$ cat src/core/tmr8_pkg.sv
/*
 * Package for the 8-bit single-compare timer: field layouts, mode and
 * clock-select encodings, extreme values, reset values and carrier structs.
 * Assumes a single 50 MHz clock domain with synchronous active-low reset.
 */
package tmr8_pkg;

   // *********************************************************************
   // Extreme and reset values of the count and compare
   // *********************************************************************
   localparam logic [7:0] count_bottom = 8'h00;
   localparam logic [7:0] count_max    = 8'hff;
   localparam logic [7:0] count_reset  = 8'h00;
   localparam logic [7:0] compare_reset = 8'h00;

   // *********************************************************************
   // Prescaler taps (log2 of the system clock division ratios)
   // *********************************************************************
   localparam int unsigned presc_width = 10;
   localparam int unsigned tap_div8    = 3;
   localparam int unsigned tap_div64   = 6;
   localparam int unsigned tap_div256  = 8;
   localparam int unsigned tap_div1024 = 10;

   // *********************************************************************
   // Encodings
   // *********************************************************************
   typedef enum logic [1:0] {
      wave_normal = 2'h0,
      wave_phase  = 2'h1,
      wave_ctc    = 2'h2,
      wave_fast   = 2'h3
   } wave_mode_type;

   typedef enum logic [2:0] {
      clk_stopped  = 3'h0,
      clk_div1     = 3'h1,
      clk_div8     = 3'h2,
      clk_div64    = 3'h3,
      clk_div256   = 3'h4,
      clk_div1024  = 3'h5,
      clk_ext_fall = 3'h6,
      clk_ext_rise = 3'h7
   } clock_select_type;

   localparam logic [1:0] com_none   = 2'h0;
   localparam logic [1:0] com_toggle = 2'h1;
   localparam logic [1:0] com_clear  = 2'h2;
   localparam logic [1:0] com_set    = 2'h3;

   // *********************************************************************
   // Carriers
   // *********************************************************************
   typedef struct packed {
      clock_select_type clock_select_field;
      wave_mode_type    wave_mode_field;
      logic [1:0]       compare_output_mode_field;
   } timer_control_type;

   typedef struct packed {
      logic       count_write;
      logic [7:0] count_wdata;
      logic       compare_write;
      logic [7:0] compare_wdata;
      logic       force_compare_strobe;
   } cpu_write_type;

   typedef struct packed {
      logic overflow_flag;
      logic compare_flag;
   } timer_flag_type;

   typedef struct packed {
      logic overflow_clear;
      logic compare_clear;
   } flag_clear_type;

endpackage : tmr8_pkg

$ cat src/core/tmr8_tick_gen.sv
/*
 * Timer tick generator: prescaler and clock select, one-cycle enable out.
 * Assumes the external count pin is already synchronous to clock.
 */
`timescale 1ns/10ps
module tmr8_tick_gen (
   input  wire logic                          clock,
   input  wire logic                          rst_n,
   input  wire tmr8_pkg::clock_select_type    clock_select_field,
   input  wire logic                          external_count_pin,
   output logic                               timer_tick
);

   logic [tmr8_pkg::presc_width-1:0] presc_q;
   logic [tmr8_pkg::presc_width-1:0] presc_d;
   logic                             pin_q;
   logic                             pin_d;

   always_comb begin
      presc_d = presc_q + 1'b1;
      pin_d   = external_count_pin;
   end

   always_ff @(posedge clock) begin
      if (!rst_n) begin
         presc_q <= '0;
         pin_q   <= 1'b0;
      end else begin
         presc_q <= presc_d;
         pin_q   <= pin_d;
      end
   end

   // Taps fire when all lower prescaler bits are ones
   function automatic logic tap(input logic [tmr8_pkg::presc_width-1:0] p,
                                input int unsigned n);
      logic [tmr8_pkg::presc_width-1:0] m;
      m = ~({tmr8_pkg::presc_width{1'b1}} << n);
      return (p & m) == m;
   endfunction : tap

   always_comb begin
      case (clock_select_field)
         tmr8_pkg::clk_stopped:  timer_tick = 1'b0;
         tmr8_pkg::clk_div1:     timer_tick = 1'b1;
         tmr8_pkg::clk_div8:     timer_tick = tap(presc_q, tmr8_pkg::tap_div8);
         tmr8_pkg::clk_div64:    timer_tick = tap(presc_q, tmr8_pkg::tap_div64);
         tmr8_pkg::clk_div256:   timer_tick = tap(presc_q, tmr8_pkg::tap_div256);
         tmr8_pkg::clk_div1024:  timer_tick = tap(presc_q, tmr8_pkg::tap_div1024);
         tmr8_pkg::clk_ext_fall: timer_tick = pin_q & ~external_count_pin;
         tmr8_pkg::clk_ext_rise: timer_tick = ~pin_q & external_count_pin;
         default:                timer_tick = 1'b0;
      endcase
   end

endmodule : tmr8_tick_gen

$ cat src/core/tmr8_timer.sv
/*
 * 8-bit timer/counter with one compare channel, waveform output and flags.
 * Assumes all inputs synchronous to clock; CPU writes are one-cycle strobes.
 */
`timescale 1ns/10ps
// Functional notes
// - Count zero raises bottom indication
// - Count all ones raises max indication
// - Top is max or compare, per mode
// - Tick from prescaler or pin, selected
// - Select zero stops the counter
// - Each tick clears, increments or decrements
// - CPU reads and writes count anytime
// - CPU count write beats counter update
// - Two mode bits set count sequence
// - Overflow flag set per mode
// - Eight-bit comparator signals equality continuously
// - Compare flag set on next tick
// - Compare irq: flag, enable, global enable
// - Flag cleared on ack or write-one
// - Compare double-buffered only in PWM modes
// - Buffer copies at max only
// - CPU compare access hits buffer or active
// - Force strobe acts like match, non-PWM
// - Count write blocks match next tick
// - Waveform from match, modes, max, bottom
// - Wave output kept across mode change
// - Output mode bits take effect immediately
// - Mode zero counts up, wraps, overflows
// - Mode two clears on compare match
// - Mode three single-slope fast PWM
// - Output mode zero: no output action
module tmr8_timer (
   input  wire logic                          clock,
   input  wire logic                          rst_n,
   input  wire tmr8_pkg::timer_control_type   timer_control_reg,
   input  wire tmr8_pkg::cpu_write_type       cpu_write,
   input  wire tmr8_pkg::flag_clear_type      flag_clear,
   input  wire logic                          overflow_irq_ack,
   input  wire logic                          compare_irq_ack,
   input  wire logic                          overflow_irq_enable,
   input  wire logic                          compare_irq_enable,
   input  wire logic                          global_irq_enable,
   input  wire logic                          external_count_pin,
   output logic [7:0]                         count_value,
   output logic [7:0]                         compare_value,
   output tmr8_pkg::timer_flag_type           timer_flag_reg,
   output logic                               overflow_irq,
   output logic                               compare_irq,
   output logic                               wave_output
);

   // *********************************************************************
   // State
   // *********************************************************************
   logic [7:0] count_q, count_d;
   logic [7:0] active_q, active_d;
   logic [7:0] buffer_q, buffer_d;
   logic       down_q, down_d;
   logic       block_q, block_d;
   logic       wave_q, wave_d;
   logic       ovf_q, ovf_d;
   logic       cmpf_q, cmpf_d;
   logic       timer_tick;

   tmr8_pkg::wave_mode_type mode;
   logic [1:0]              com;
   logic                    pwm_mode;
   logic                    at_bottom;
   logic                    at_max;
   logic                    at_top;
   logic [7:0]              top_value;
   logic                    match_raw;
   logic                    match;

   assign mode = timer_control_reg.wave_mode_field;
   assign com  = timer_control_reg.compare_output_mode_field;

   tmr8_tick_gen u_tick (
      .clock              (clock),
      .rst_n              (rst_n),
      .clock_select_field (timer_control_reg.clock_select_field),
      .external_count_pin (external_count_pin),
      .timer_tick         (timer_tick)
   );

   // *********************************************************************
   // Indications and comparator
   // *********************************************************************
   always_comb begin
      pwm_mode  = (mode == tmr8_pkg::wave_phase) || (mode == tmr8_pkg::wave_fast);
      at_bottom = (count_q == tmr8_pkg::count_bottom);
      at_max    = (count_q == tmr8_pkg::count_max);
      top_value = (mode == tmr8_pkg::wave_ctc) ? active_q : tmr8_pkg::count_max;
      at_top    = (count_q == top_value);
      match_raw = (count_q == active_q);
      match     = match_raw && !block_q;
   end

   // *********************************************************************
   // Counter and compare registers
   // *********************************************************************
   always_comb begin
      count_d  = count_q;
      down_d   = down_q;
      active_d = active_q;
      buffer_d = buffer_q;
      block_d  = block_q;
      if (timer_tick) begin
         block_d = 1'b0;
         case (mode)
            tmr8_pkg::wave_normal: count_d = count_q + 8'h01;
            tmr8_pkg::wave_ctc:
               count_d = at_top ? tmr8_pkg::count_bottom : count_q + 8'h01;
            tmr8_pkg::wave_fast: count_d = count_q + 8'h01;
            tmr8_pkg::wave_phase: begin
               if (!down_q && at_max) begin
                  down_d  = 1'b1;
                  count_d = count_q - 8'h01;
               end else if (down_q && at_bottom) begin
                  down_d  = 1'b0;
                  count_d = count_q + 8'h01;
               end else begin
                  count_d = down_q ? count_q - 8'h01 : count_q + 8'h01;
               end
            end
            default: count_d = count_q;
         endcase
         // Glitch-free update at top (fast) or top of dual slope
         if (pwm_mode && at_max) begin
            active_d = buffer_q;
         end
      end
      if (!pwm_mode) begin
         down_d = 1'b0;
      end
      if (cpu_write.count_write) begin
         count_d = cpu_write.count_wdata;
         block_d = 1'b1;
      end
      if (cpu_write.compare_write) begin
         if (pwm_mode) begin
            buffer_d = cpu_write.compare_wdata;
         end else begin
            active_d = cpu_write.compare_wdata;
            buffer_d = cpu_write.compare_wdata;
         end
      end
   end

   always_ff @(posedge clock) begin
      if (!rst_n) begin
         count_q  <= tmr8_pkg::count_reset;
         active_q <= tmr8_pkg::compare_reset;
         buffer_q <= tmr8_pkg::compare_reset;
         down_q   <= 1'b0;
         block_q  <= 1'b0;
      end else begin
         count_q  <= count_d;
         active_q <= active_d;
         buffer_q <= buffer_d;
         down_q   <= down_d;
         block_q  <= block_d;
      end
   end

   // *********************************************************************
   // Flags and waveform
   // *********************************************************************
   always_comb begin
      ovf_d   = ovf_q;
      cmpf_d  = cmpf_q;
      wave_d  = wave_q;
      if (overflow_irq_ack || flag_clear.overflow_clear) begin
         ovf_d = 1'b0;
      end
      if (compare_irq_ack || flag_clear.compare_clear) begin
         cmpf_d = 1'b0;
      end
      if (timer_tick) begin
         if (match) begin
            cmpf_d = 1'b1;
         end
         case (mode)
            tmr8_pkg::wave_normal,
            tmr8_pkg::wave_ctc,
            tmr8_pkg::wave_fast:  if (at_max && !cpu_write.count_write)
                                     ovf_d = 1'b1;
            tmr8_pkg::wave_phase: if (down_q && at_bottom && !cpu_write.count_write)
                                     ovf_d = 1'b1;
            default:              ovf_d = ovf_q;
         endcase
         // Waveform actions on a timer tick
         if (com != tmr8_pkg::com_none) begin
            case (mode)
               tmr8_pkg::wave_fast: begin
                  if (match) wave_d = (com == tmr8_pkg::com_set);
                  else if (at_max) wave_d = (com == tmr8_pkg::com_clear);
               end
               tmr8_pkg::wave_phase: begin
                  if (match) wave_d = (com == tmr8_pkg::com_set) ? !down_q : down_q;
               end
               default: begin
                  if (match) begin
                     case (com)
                        tmr8_pkg::com_toggle: wave_d = !wave_q;
                        tmr8_pkg::com_clear:  wave_d = 1'b0;
                        tmr8_pkg::com_set:    wave_d = 1'b1;
                        default:              wave_d = wave_q;
                     endcase
                  end
               end
            endcase
         end
      end
      if (cpu_write.force_compare_strobe && !pwm_mode) begin
         case (com)
            tmr8_pkg::com_toggle: wave_d = !wave_q;
            tmr8_pkg::com_clear:  wave_d = 1'b0;
            tmr8_pkg::com_set:    wave_d = 1'b1;
            default:              wave_d = wave_q;
         endcase
      end
   end

   always_ff @(posedge clock) begin
      if (!rst_n) begin
         ovf_q   <= 1'b0;
         cmpf_q  <= 1'b0;
         wave_q  <= 1'b0;
      end else begin
         ovf_q   <= ovf_d;
         cmpf_q  <= cmpf_d;
         wave_q  <= wave_d;
      end
   end

   // *********************************************************************
   // Outputs
   // *********************************************************************
   assign count_value                  = count_q;
   assign compare_value                = pwm_mode ? buffer_q : active_q;
   assign timer_flag_reg.overflow_flag = ovf_q;
   assign timer_flag_reg.compare_flag  = cmpf_q;
   assign overflow_irq = ovf_q && overflow_irq_enable && global_irq_enable;
   assign compare_irq  = cmpf_q && compare_irq_enable && global_irq_enable;
   assign wave_output  = wave_q;
endmodule : tmr8_timer

$ cat config.mk
export PLATFORM = sky130hd
export DESIGN_NAME = tmr8_timer
export DESIGN_NICKNAME = d
export VERILOG_FILES = /design/src/core/tmr8_pkg.sv /design/src/core/tmr8_tick_gen.sv /design/src/core/tmr8_timer.sv
export SDC_FILE = /design/constraint.sdc
export NUM_CORES = 1
export LEC_CHECK = 0
export BUFFER_PORTS_ARGS = -buffer_cell sky130_fd_sc_hd__buf_2
export CAP_MARGIN = 40
export CORE_UTILIZATION = 35
export CTS_BUF_LIST = sky130_fd_sc_hd__clkbuf_8
export CTS_CLUSTER_SIZE = 40
export DETAILED_ROUTE_END_ITERATION = 10
export PLACE_DENSITY = 0.62
export RECOVER_POWER = 50
export SLEW_MARGIN = 20
export SYNTH_ARGS = -nofsm -noshare
export SYNTH_HDL_FRONTEND = slang
export SYNTH_HIERARCHICAL = 1
export SYNTH_SLANG_ARGS = --single-unit
export TNS_END_PERCENT = 100
$ cat constraint.sdc
create_clock -name clock -period 3.55 [get_ports clock]
set_input_delay 0.5325 -clock clock [delete_from_list [all_inputs] [get_ports clock]]
set_output_delay 0.5325 -clock clock [all_outputs]
set_load 0.01 [all_outputs]
Word-level counts from Yosys, hierarchy flattened. Index checks and enable logic that the tools add are counted.

Flip-flop bits (word level): 40. Latch bits: 0. Bits in writable memories: 0. Memory bits (read-only): 0. Output and inout bits: 21. Logic and storage cells: 108. Memories kept: 0.

Add/sub/neg operators: 3. Multiply operators: 0. Div/mod/pow operators: 0. $lt $le $gt $ge: 0. Equality and inequality tests: 21. Shift-type cells: 0. Multiplexer cells: 36. Bitwise logic cells: 4. Reduce and logical (&&, ||, !) cells: 34.

Operator list (number): two-way mux 8 bit (12); case mux 8 bit (3 select lines) (1); two-way mux 1 bit (19); == test 8 bit (2); == test 8 bit, second input constant (2); == test 3 bit, second input constant (5); logical AND 1 bit (11); adder 10 x 1 -> 10 bit, second input constant (1); == test 10 bit, second input constant (1); nonzero test 2 bit (5); adder 8 x 1 -> 8 bit, second input constant (1); == test 2 bit, second input constant (4); logical NOT 8 bit (1); case mux 1 bit (8 select lines) (1); subtractor 8 x 1 -> 8 bit, second input constant (1); == test 3 x 2 -> 1 bit, second input constant (2); == test 6 bit, second input constant (1); nonzero test 3 bit (2); logical NOT 1 bit (5); AND reduction 5 bit (1); == test 2 x 1 -> 1 bit, second input constant (2); case mux 1 bit (2 select lines) (2); == test 3 x 1 -> 1 bit, second input constant (1); logical NOT 3 bit (1); 10 further kinds (14).

Logic depth before layout (Yosys ltp). Gate-level depths: netlist (run 1).

Word-level depth: 7. Depth in mapped cells: 10. Depth with buffers taken out: 10.

Hierarchy. The synthesis (run 1) kept the hierarchy.

Modules (own cells, without submodules): tmr8_timer (times used 1, cells each 272, area each 2189.6 µm², seq. area each 580.6 µm²); tmr8_tick_gen (times used 1, cells each 56, area each 496.7 µm², seq. area each 220.2 µm²).

Least setup slack after synthesis (run 1). OpenSTA, ideal clock, no wires.

Path kind: reg2reg. Start point: register count_q[4] (netlist: count_value[4]). End point: register count_q[3] (netlist: count_value[3]). Arrival: 2267 ps. Data required time: 3428 ps. Slack: 1161 ps. Stages on the path, launching flop included: 8. Path buffers: 1. Clock period less this slack: 2389 ps. Cell sequence: dfxtp_1 -> buf_6 -> or4_4 -> or4_4 -> nand2_1 -> mux2i_1 -> xnor2_1 -> a311o_1.

Longest elaborated chain between the ends: 7. Elaborated cells between the ends (all ways): 11.

RTL lines: start: declaration (RTL line tmr8_timer.sv:56) `logic [7:0] count_q, count_d;`; start signal: assignment (RTL line tmr8_timer.sv:153) `count_q <= tmr8_pkg::count_reset;`; start signal: assignment (RTL line tmr8_timer.sv:159) `count_q <= count_d;`; logical NOT 8 bit (RTL line tmr8_timer.sv:92) `at_bottom = (count_q == tmr8_pkg::count_bottom);`; logical AND 1 bit (RTL line tmr8_timer.sv:120) `end else if (down_q && at_bottom) begin`; two-way mux 8 bit (RTL line tmr8_timer.sv:120); two-way mux 8 bit (RTL line tmr8_timer.sv:117) `if (!down_q && at_max) begin`; case mux 8 bit (3 select lines) * (RTL line tmr8_timer.sv:111) `case (mode)`; two-way mux 8 bit * (RTL line tmr8_timer.sv:109) `if (timer_tick) begin`; two-way mux 8 bit * (RTL line tmr8_timer.sv:137) `if (cpu_write.count_write) begin`.

Every way passes the cells marked *; elsewhere a longest branch is shown, timed or not. The select of a mux whose other input is x is not followed. A chain may end at the register's enable or synchronous reset.

Final worst setup path (run 1).
Start point: register u_tick/presc_q[0] (netlist bit). End point: register active_q[1].

Longest elaborated chain between the ends: 5. Elaborated cells between the ends (all ways): 8.

RTL lines: start: declaration (RTL line tmr8_tick_gen.sv:14) `logic [tmr8_pkg::presc_width-1:0] presc_q;`; start signal: assignment (RTL line tmr8_tick_gen.sv:29) `presc_q <= presc_d;`; == test 10 bit, or another cell as far along (RTL line tmr8_tick_gen.sv:39) `return (p & m) == m;`; case mux 1 bit (8 select lines) * (RTL line tmr8_tick_gen.sv:43) `case (clock_select_field)`; named net timer_tick (RTL line tmr8_timer.sv:64) `logic timer_tick;`; two-way mux 8 bit * (RTL line tmr8_timer.sv:109); two-way mux 8 bit (RTL line tmr8_timer.sv:142) `if (pwm_mode) begin`; two-way mux 8 bit * (RTL line tmr8_timer.sv:141) `if (cpu_write.compare_write) begin`; end signal: assignment (RTL line tmr8_timer.sv:154) `active_q <= tmr8_pkg::compare_reset;`; end signal: assignment (RTL line tmr8_timer.sv:160) `active_q <= active_d;`; end: declaration (RTL line tmr8_timer.sv:57) `logic [7:0] active_q, active_d;`.

Mark *: on every way through the listed nets, which the timed path passes. The rest lies on a longest branch.

==> out/qor_table.md, run 1 <==
| Quantity | This run | Unit |
|:---|:---|:---|
| Post-detailed-route DRC marker count | 0 | - |
| Fraction of layout instances using a drive strength above 1 | 0.201 | - |
| Outcome | complete, no violations | - |
| Most utilized layer in the global route result | met2 | - |
| Cell chosen for the clock root | sky130_fd_sc_hd__clkbuf_8 | - |
| Vias/cell | 5.33 | - |
| Largest net degree at the start of global routing | 29 | - |
| Setup slack of the critical path after layout | 0.948 | ns |
| Part of the power in the clock network | 0.366 | - |
| Post-synth EDFFs | 0 | - |
| Initial antenna violation count | 0 | - |
| Combinational share of power | 0.194 | - |
| Sequential group share of total power | 0.440 | - |
| Via count of the routed design | 2546 | - |
| Endpoint of the lowest-slack register-to-register path | active_q[1] | - |
| Crit path kind | reg -> reg | - |
| Predominant post-synthesis flop cell | sky130_fd_sc_hd__dfxtp_1 | - |
| Largest fanout of any net on the critical path | 12 | - |
| Starting Density | 0.366 | - |
| Die Footprint | 8030 | um2 |
| Wire length reported by the detailed router | 6.83 | mm |
| Number of cell rows | 31 | - |
| Wire length of the first global-routing pass | 11.2 | mm |
| Number of warnings issued by yosys | 6 | - |
| Clock tree from TritonCTS | done | - |
| Power dissipated by switching net loads | 0.321 | mW |
| Sum of net half-perimeters after detailed placement | 5.08 | mm |
| Number of standard cells after synthesis | 328 | - |
| Post-Place Worst Slack | 0.855 | ns |
| Depth of the worst register-to-register path | 9 | - |
| Post-route antenna net violation count | 0 | - |
| Final worst path period need | 2.60 | ns |
| Total global-route track usage | 0.183 | - |
| Top achievable clock speed | 384 | MHz |
| Final setup fails | 0 | - |
| Floorplan core area | 7330 | um2 |
| Critical path startpoint category | flop | - |
| WP data required | 3.69 | ns |
| Leading cell type in the layout, fill and taps excluded | sky130_fd_sc_hd__buf_2 | - |
| Post-CTS Setup Bufs | 0 | - |
| Switching Fraction | 0.281 | - |
| Number of hold buffers added after CTS | 0 | - |
| Internal power consumption | 0.820 | mW |
| I/O pin total | 57 | - |
| Post-Synthesis Net Count | 373 | - |
| Nature of the critical path endpoint | flop | - |
| Port Buffer Count | 56 | - |
| Maximum level of the CTS H-tree | 2 | - |
| Power density over cell area | 366 | nW/um2 |
| Clock Latency Late Sink | 0.30 | ns |
| GRT met2 Usage | 0.304 | - |
| Count of cell types in the netlist | 58 | - |
| Ant diodes | 0 | - |
| Setup Skew | 0.00803 | ns |
| Sum of negative setup slack | 0 | ns |
| Share of the yosys chip area belonging to registers | 0.298 | - |
| Syn-to-layout area delta | 16.0 | % |
| Nets@finish | 423 | - |
| Number of instances resized during post-cts repair | 0 | - |
| Register clock-pin slew on the reported worst setup and hold paths | 0.08 | ns |
| Reg-to-reg slack, setup | 0.95 | ns |
| Leakage | 1.23 | nW |
| Post-route fraction of the period consumed by the critical path | 0.733 | - |
| CTS Buf Count | 5 | - |
| Async set-or-reset flop fraction in the synthesized netlist | 0 | - |
| Met3 Usage GRT | 0.0439 | - |
| Worst Hold Launch | u_tick/presc_q[0] | - |
| Max-Slew Margin vs Limit | 0.362 | - |
| Average wire per standard cell | 14.3 | um |
| Worst Hold Class | reg -> reg | - |
| Number of clock sinks seen by CTS | 40 | - |
| Residual overflow from global routing | 0 | - |
| Overall die width | 89.6 | um |
| Critical path launch point | u_tick/presc_q[0] | - |
| Number of hold violations in the final report | 0 | - |
| Maximum vdd drop | 0.156 | mV |
| Launch point of the worst reg-to-reg path | u_tick/presc_q[0] | - |
| Number of synthesized register bits | 40 | - |
| Detailed Routing Iterations Pass 1 | 4 | - |
| Iteration-0 DRC Markers | 120 | - |
| Total non-filler cell area in the finished layout | 3120 | um2 |
| Worst min-delay path endpoint | u_tick/presc_q[0] | - |
| Final Max Slew Viols | 0 | - |
| Leading cell types in the layout, fill and taps excluded | 44 x sky130_fd_sc_hd__buf_2, 40 x sky130_fd_sc_hd__dfxtp_1, 35 x sky130_fd_sc_hd__nor2_1 | - |
| RePlAce Congestion | 0.854 | - |
| Synth Area per Inst | 8.19 | um2 |
| RSZ-0062 raised after global routing | false | - |
| Cell area after placement | 3010 | um2 |
| Global routing met1 resource utilization | 0.232 | - |
| Clock Path Buffers | 2 | - |
| Hold Path Cell Cnt | 1 | - |
| Vias in the first global route | 2413 | - |
| Critical path arrival | 2.74 | ns |
| Max_cap viols | 0 | - |
| Transition time at the pin with the least slew margin | 0.955 | ns |
| Die Height | 89.6 | um |
| Synth Cell Area | 2690 | um2 |
[through the flow]
step,total power [mW],hold slack (ns),cells,util
after floorplan,0.662,0.418,328,-
after global placement,0.731,0.434,470,0.411
after detailed placement,0.734,0.442,470,0.411
after CTS,1.16,0.447,478,0.428
after global routing,1.20,0.477,478,0.425
final,1.14,0.453,478,0.425
[cells by family (layout without fill, tap and decap cells)]
logic type      after synthesis  in the layout  synth area share
xor+xnor                     15             15            0.0489
buf+inv                      33             84            0.0619
compound gates               82             82             0.209
mux                          27             27             0.106
simple gates                122            122             0.234
flops                        40             40             0.298
fa+ha+maj                     9              9            0.0419
[layer usage]
metal  up-vias  wire, um
met5         -         0
met3         7       375
met1      1184      3220
li1       1289         -
met4         0        83
met2        66      3150
[synth_stat cells (3+ instances only)]
cell / n / area, um2
sky130_fd_sc_hd__dfxtp_1: 40 / 801
sky130_fd_sc_hd__nor2_1: 35 / 131
sky130_fd_sc_hd__a21oi_1: 22 / 110
sky130_fd_sc_hd__nand2_1: 20 / 75.1
sky130_fd_sc_hd__mux2i_1: 18 / 180
sky130_fd_sc_hd__inv_1: 16 / 60.1
sky130_fd_sc_hd__nor3_1: 16 / 80.1
sky130_fd_sc_hd__xnor2_1: 12 / 105
sky130_fd_sc_hd__o21ai_0: 10 / 50.1
sky130_fd_sc_hd__a211oi_1: 9 / 67.6
sky130_fd_sc_hd__ha_1: 9 / 113
sky130_fd_sc_hd__nand3_1: 9 / 45.0
sky130_fd_sc_hd__mux2_2: 8 / 90.1
sky130_fd_sc_hd__nor2b_1: 8 / 50.1
sky130_fd_sc_hd__nand2b_1: 7 / 43.8
sky130_fd_sc_hd__o31ai_1: 7 / 52.6
sky130_fd_sc_hd__clkbuf_1: 5 / 18.8
sky130_fd_sc_hd__o22ai_1: 5 / 31.3
sky130_fd_sc_hd__and3_1: 4 / 25.0
sky130_fd_sc_hd__buf_4: 4 / 30.0
sky130_fd_sc_hd__or3_1: 4 / 25.0
sky130_fd_sc_hd__a2111oi_0: 3 / 26.3
sky130_fd_sc_hd__a22oi_1: 3 / 22.5
sky130_fd_sc_hd__and2_1: 3 / 18.8
sky130_fd_sc_hd__buf_6: 3 / 33.8
sky130_fd_sc_hd__o21a_1: 3 / 22.5
sky130_fd_sc_hd__or4_1: 3 / 22.5
sky130_fd_sc_hd__xor2_1: 3 / 26.3
[registers in the layout (all words and copies together), names as in the netlist]
signal          flops
block_q             1
down_q              1
active_q            8
u_tick/pin_q        1
ovf_q               1
count_value         8
buffer_q            8
cmpf_q              1
wave_output         1
u_tick/presc_q     10
[area by class of cell]
class	count	area, um2
Fill cell	785	4220
Multi-Input combinational cell	255	1710
Sequential cell	40	801
Timing Repair Buffer	59	288
Tap cell	99	124
Clock buffer	7	96.3
Inverter	17	63.8
Clock inverter	1	30.0
[power by group through the flow]
stage          Combinational, mW  Sequential [mW]  Clock, mW
2_1_floorplan              0.159            0.502          0
5_1_grt                    0.247            0.506      0.452
6_report                   0.222            0.502      0.417
3_3_place_gp               0.220            0.511          0
3_5_place_dp               0.222            0.512          0
4_1_cts                    0.224            0.502      0.432
[worst max-delay path by stage]
stage	endpoint	cells after the start
after global placement	active_q[1]	9
after floorplan	count_value[3]	7
after CTS	active_q[1]	9
after detailed placement	active_q[1]	9
final	active_q[1]	9
after global routing	active_q[1]	9
[critical path: stages, from the launching register on]
cell and delay, ns:
sky130_fd_sc_hd__dfxtp_1 0.36, sky130_fd_sc_hd__ha_1 0.23, sky130_fd_sc_hd__nand3_1 0.13, sky130_fd_sc_hd__a2111oi_0 0.37, sky130_fd_sc_hd__a211o_1 0.43, sky130_fd_sc_hd__inv_1 0.19
sky130_fd_sc_hd__nor3_2 0.21, sky130_fd_sc_hd__buf_4 0.21, sky130_fd_sc_hd__mux2i_1 0.21, sky130_fd_sc_hd__a211oi_1 0.09
Power figures use the tool's default switching activity.
==> run 2: changes to the inputs <==
- PLACE_DENSITY: 0.62 -> 0.64
- clock period: 3.55 -> 2.27 ns (I/O delays scaled with it)
==> out/qor_table.md, run 2 (synthesized netlist as in run 1, its figures left out) <==
| Quantity | This run | Unit |
|:---|:---|:---|
| Outcome | complete, no violations | - |
| Clock tree from TritonCTS | done | - |
| Sum of negative setup slack | 0 | ns |
| Starting Density | 0.366 | - |
| Leakage | 1.42 | nW |
| Critical path arrival | 2.43 | ns |
| Leading cell types in the layout, fill and taps excluded | 50 x sky130_fd_sc_hd__buf_2, 35 x sky130_fd_sc_hd__nor2_1, 35 x sky130_fd_sc_hd__dfxtp_1 | - |
| Setup slack of the critical path after layout | 0.0375 | ns |
| Total global-route track usage | 0.197 | - |
| Cell repeated most along the worst path | sky130_fd_sc_hd__or4_4 | - |
| Residual overflow from global routing | 0 | - |
| CP bufs+invs | 0 | - |
| RePlAce Congestion | 0.907 | - |
| Family with the most delay on the worst path | simple AND/OR/NAND/NOR gates | - |
| Nature of the critical path endpoint | flop | - |
| Average wire per standard cell | 14.8 | um |
| Maximum level of the CTS H-tree | 2 | - |
| Slowest stage cell on the critical path | sky130_fd_sc_hd__or4_4 | - |
| Final setup fails | 0 | - |
| Initial antenna violation count | 0 | - |
| Number of clock sinks seen by CTS | 40 | - |
| Hold Path Cell Cnt | 2 | - |
| Overall die width | 89.6 | um |
| GRT met2 Usage | 0.325 | - |
| Worst min-delay path endpoint | u_tick/pin_q | - |
| Post-route fraction of the period consumed by the critical path | 0.983 | - |
| Flip-flop count of the largest register, all copies and words added | 10 | - |
| Largest net degree at the start of global routing | 22 | - |
| Cells along the critical path | or4_4 -> or4_4 -> nand2_4 -> mux2i_1 -> xnor2_1 -> a311o_1 | - |
| Number of hold buffers added after CTS | 0 | - |
| I/O pin total | 57 | - |
| Clock Path Buffers | 2 | - |
| Post-Route Utilization | 0.470 | - |
| Switching Fraction | 0.301 | - |
| Worst Hold Class | in -> reg | - |
| Ant diodes | 0 | - |
| Fraction of layout instances using a drive strength above 1 | 0.305 | - |
| Power density over cell area | 528 | nW/um2 |
| Die Footprint | 8030 | um2 |
| Wire length reported by the detailed router | 7.57 | mm |
| Part of the power in the clock network | 0.342 | - |
| Vias in the first global route | 2477 | - |
| Crit path kind | reg -> reg | - |
| Number of hold violations in the final report | 0 | - |
| Wire length of the first global-routing pass | 12.0 | mm |
| Max_cap viols | 0 | - |
| Max-Slew Margin vs Limit | 0.698 | - |
| Sum of net half-perimeters after detailed placement | 5.71 | mm |
| Vias/cell | 5.27 | - |
| Via count of the routed design | 2697 | - |
| Post-route antenna net violation count | 0 | - |
| Met3 Usage GRT | 0.0356 | - |
| Combinational share of power | 0.232 | - |
| Register clock-pin slew on the reported worst setup and hold paths | 0.09 | ns |
| Setup Skew | 0.0124 | ns |
| Most utilized layer in the global route result | met2 | - |
| Delay of the slowest cell on the worst path | 0.55 | ns |
| Syn-to-layout area delta | 28.2 | % |
| Post-route total power | 1.82 | mW |
| Reg-to-reg slack, setup | 0.04 | ns |
| Power dissipated by switching net loads | 0.547 | mW |
| Worst Hold Launch | external_count_pin | - |
| Floorplan core area | 7330 | um2 |
| CTS Buf Count | 5 | - |
| Transition time at the pin with the least slew margin | 0.453 | ns |
| Launch point of the worst reg-to-reg path | count_value[3] | - |
| WP data required | 2.47 | ns |
| Internal power consumption | 1.27 | mW |
| Port Buffer Count | 56 | - |
| Final worst path period need | 2.23 | ns |
| Nets@finish | 457 | - |
| Number of cell rows | 31 | - |
| Maximum vdd drop | 0.429 | mV |
| Detailed Routing Iterations Pass 1 | 4 | - |
| Clock Latency Late Sink | 0.30 | ns |
| Depth of the worst register-to-register path | 6 | - |
| Die Height | 89.6 | um |
| Leading cell type in the layout, fill and taps excluded | sky130_fd_sc_hd__buf_2 | - |
| Largest reg by FF count | u_tick/presc_q | - |
| Largest fanout of any net on the critical path | 4 | - |
| Final Max Slew Viols | 0 | - |
| Critical path startpoint category | flop | - |
| Iteration-0 DRC Markers | 216 | - |
| Post-Place Worst Slack | -0.0298 | ns |
| Post-detailed-route DRC marker count | 0 | - |
| Sequential group share of total power | 0.426 | - |
| Endpoint of the lowest-slack register-to-register path | count_value[3] | - |
| Global routing met1 resource utilization | 0.262 | - |
| Cell chosen for the clock root | sky130_fd_sc_hd__clkbuf_8 | - |
| Top achievable clock speed | 448 | MHz |
## run 2: changes by cell type in the layout (fill, tap and decap cells not counted), sizes merged
cell and change:
buf +39, clkbuf -7, clkinvlp +1, inv +1
## run 2: worst max path at each step
stage / start / endpoint / slack [ns] / cells after the start
global route: u_tick/presc_q[1] / count_value[0] / -0.02 / 8
detailed placement: timer_control_reg[2] / count_value[3] / -0.03 / 9
finish: count_value[3] / count_value[3] / 0.04 / 6
floorplan: count_value[4] / count_value[3] / -0.005 / 7
global placement: timer_control_reg[2] / count_value[3] / -0.007 / 9
CTS: u_tick/presc_q[0] / active_q[1] / 0.009 / 9
## run 2: what timing repair did
action                     in CTS  in global routing
setup endpoints to repair       0                 19
setup buffers                   0                  5
gates resized for setup         0                 15
hold endpoints to repair        0                  0
## run 2: power by group through the flow
stage | sequential, mW | combinational [mW] | clock (mW)
global route | 0.781 | 0.466 | 0.666
CTS | 0.771 | 0.411 | 0.638
detailed placement | 0.788 | 0.409 | 0
finish | 0.775 | 0.422 | 0.622
floorplan | 0.786 | 0.249 | 0
global placement | 0.787 | 0.406 | 0
## run 2: layout make-up
| cell class | instances | area, um2 |
|---|---|---|
| clock buffer | 5 | 68.8 |
| clock inverter | 3 | 46.3 |
| fill | 710 | 3890 |
| inverter | 17 | 63.8 |
| multi-input combinational | 255 | 1770 |
| sequential | 40 | 807 |
| tap | 99 | 124 |
| timing repair buffer | 93 | 567 |
## run 2: metrics by stage
stage	area [um2]	std cells	hold WS, ns
after global routing	3440	512	0.294
after CTS	3360	507	0.263
after detailed placement	3250	499	0.437
after global placement	3250	499	0.431
after floorplan	2690	328	0.418
final	3440	512	0.272
## run 2: worst register-to-register path, delay by kind of cell (launching register included)
kind	cells	cell delay, ns
AND/OR/NAND/NOR	3	1.13
multiplexers	1	0.21
flip-flops	1	0.34
AO/OA/AOI/OAI	1	0.35
XOR/XNOR	1	0.09
## run 2: layer usage
| layer | routed length, um | part of all wire | vias up |
|---|---|---|---|
| li1 | - | - | 1359 |
| met1 | 3530 | 0.47 | 1257 |
| met2 | 3570 | 0.47 | 72 |
| met3 | 359 | 0.047 | 9 |
| met4 | 109 | 0.014 | 0 |
| met5 | 0 | 0 | - |
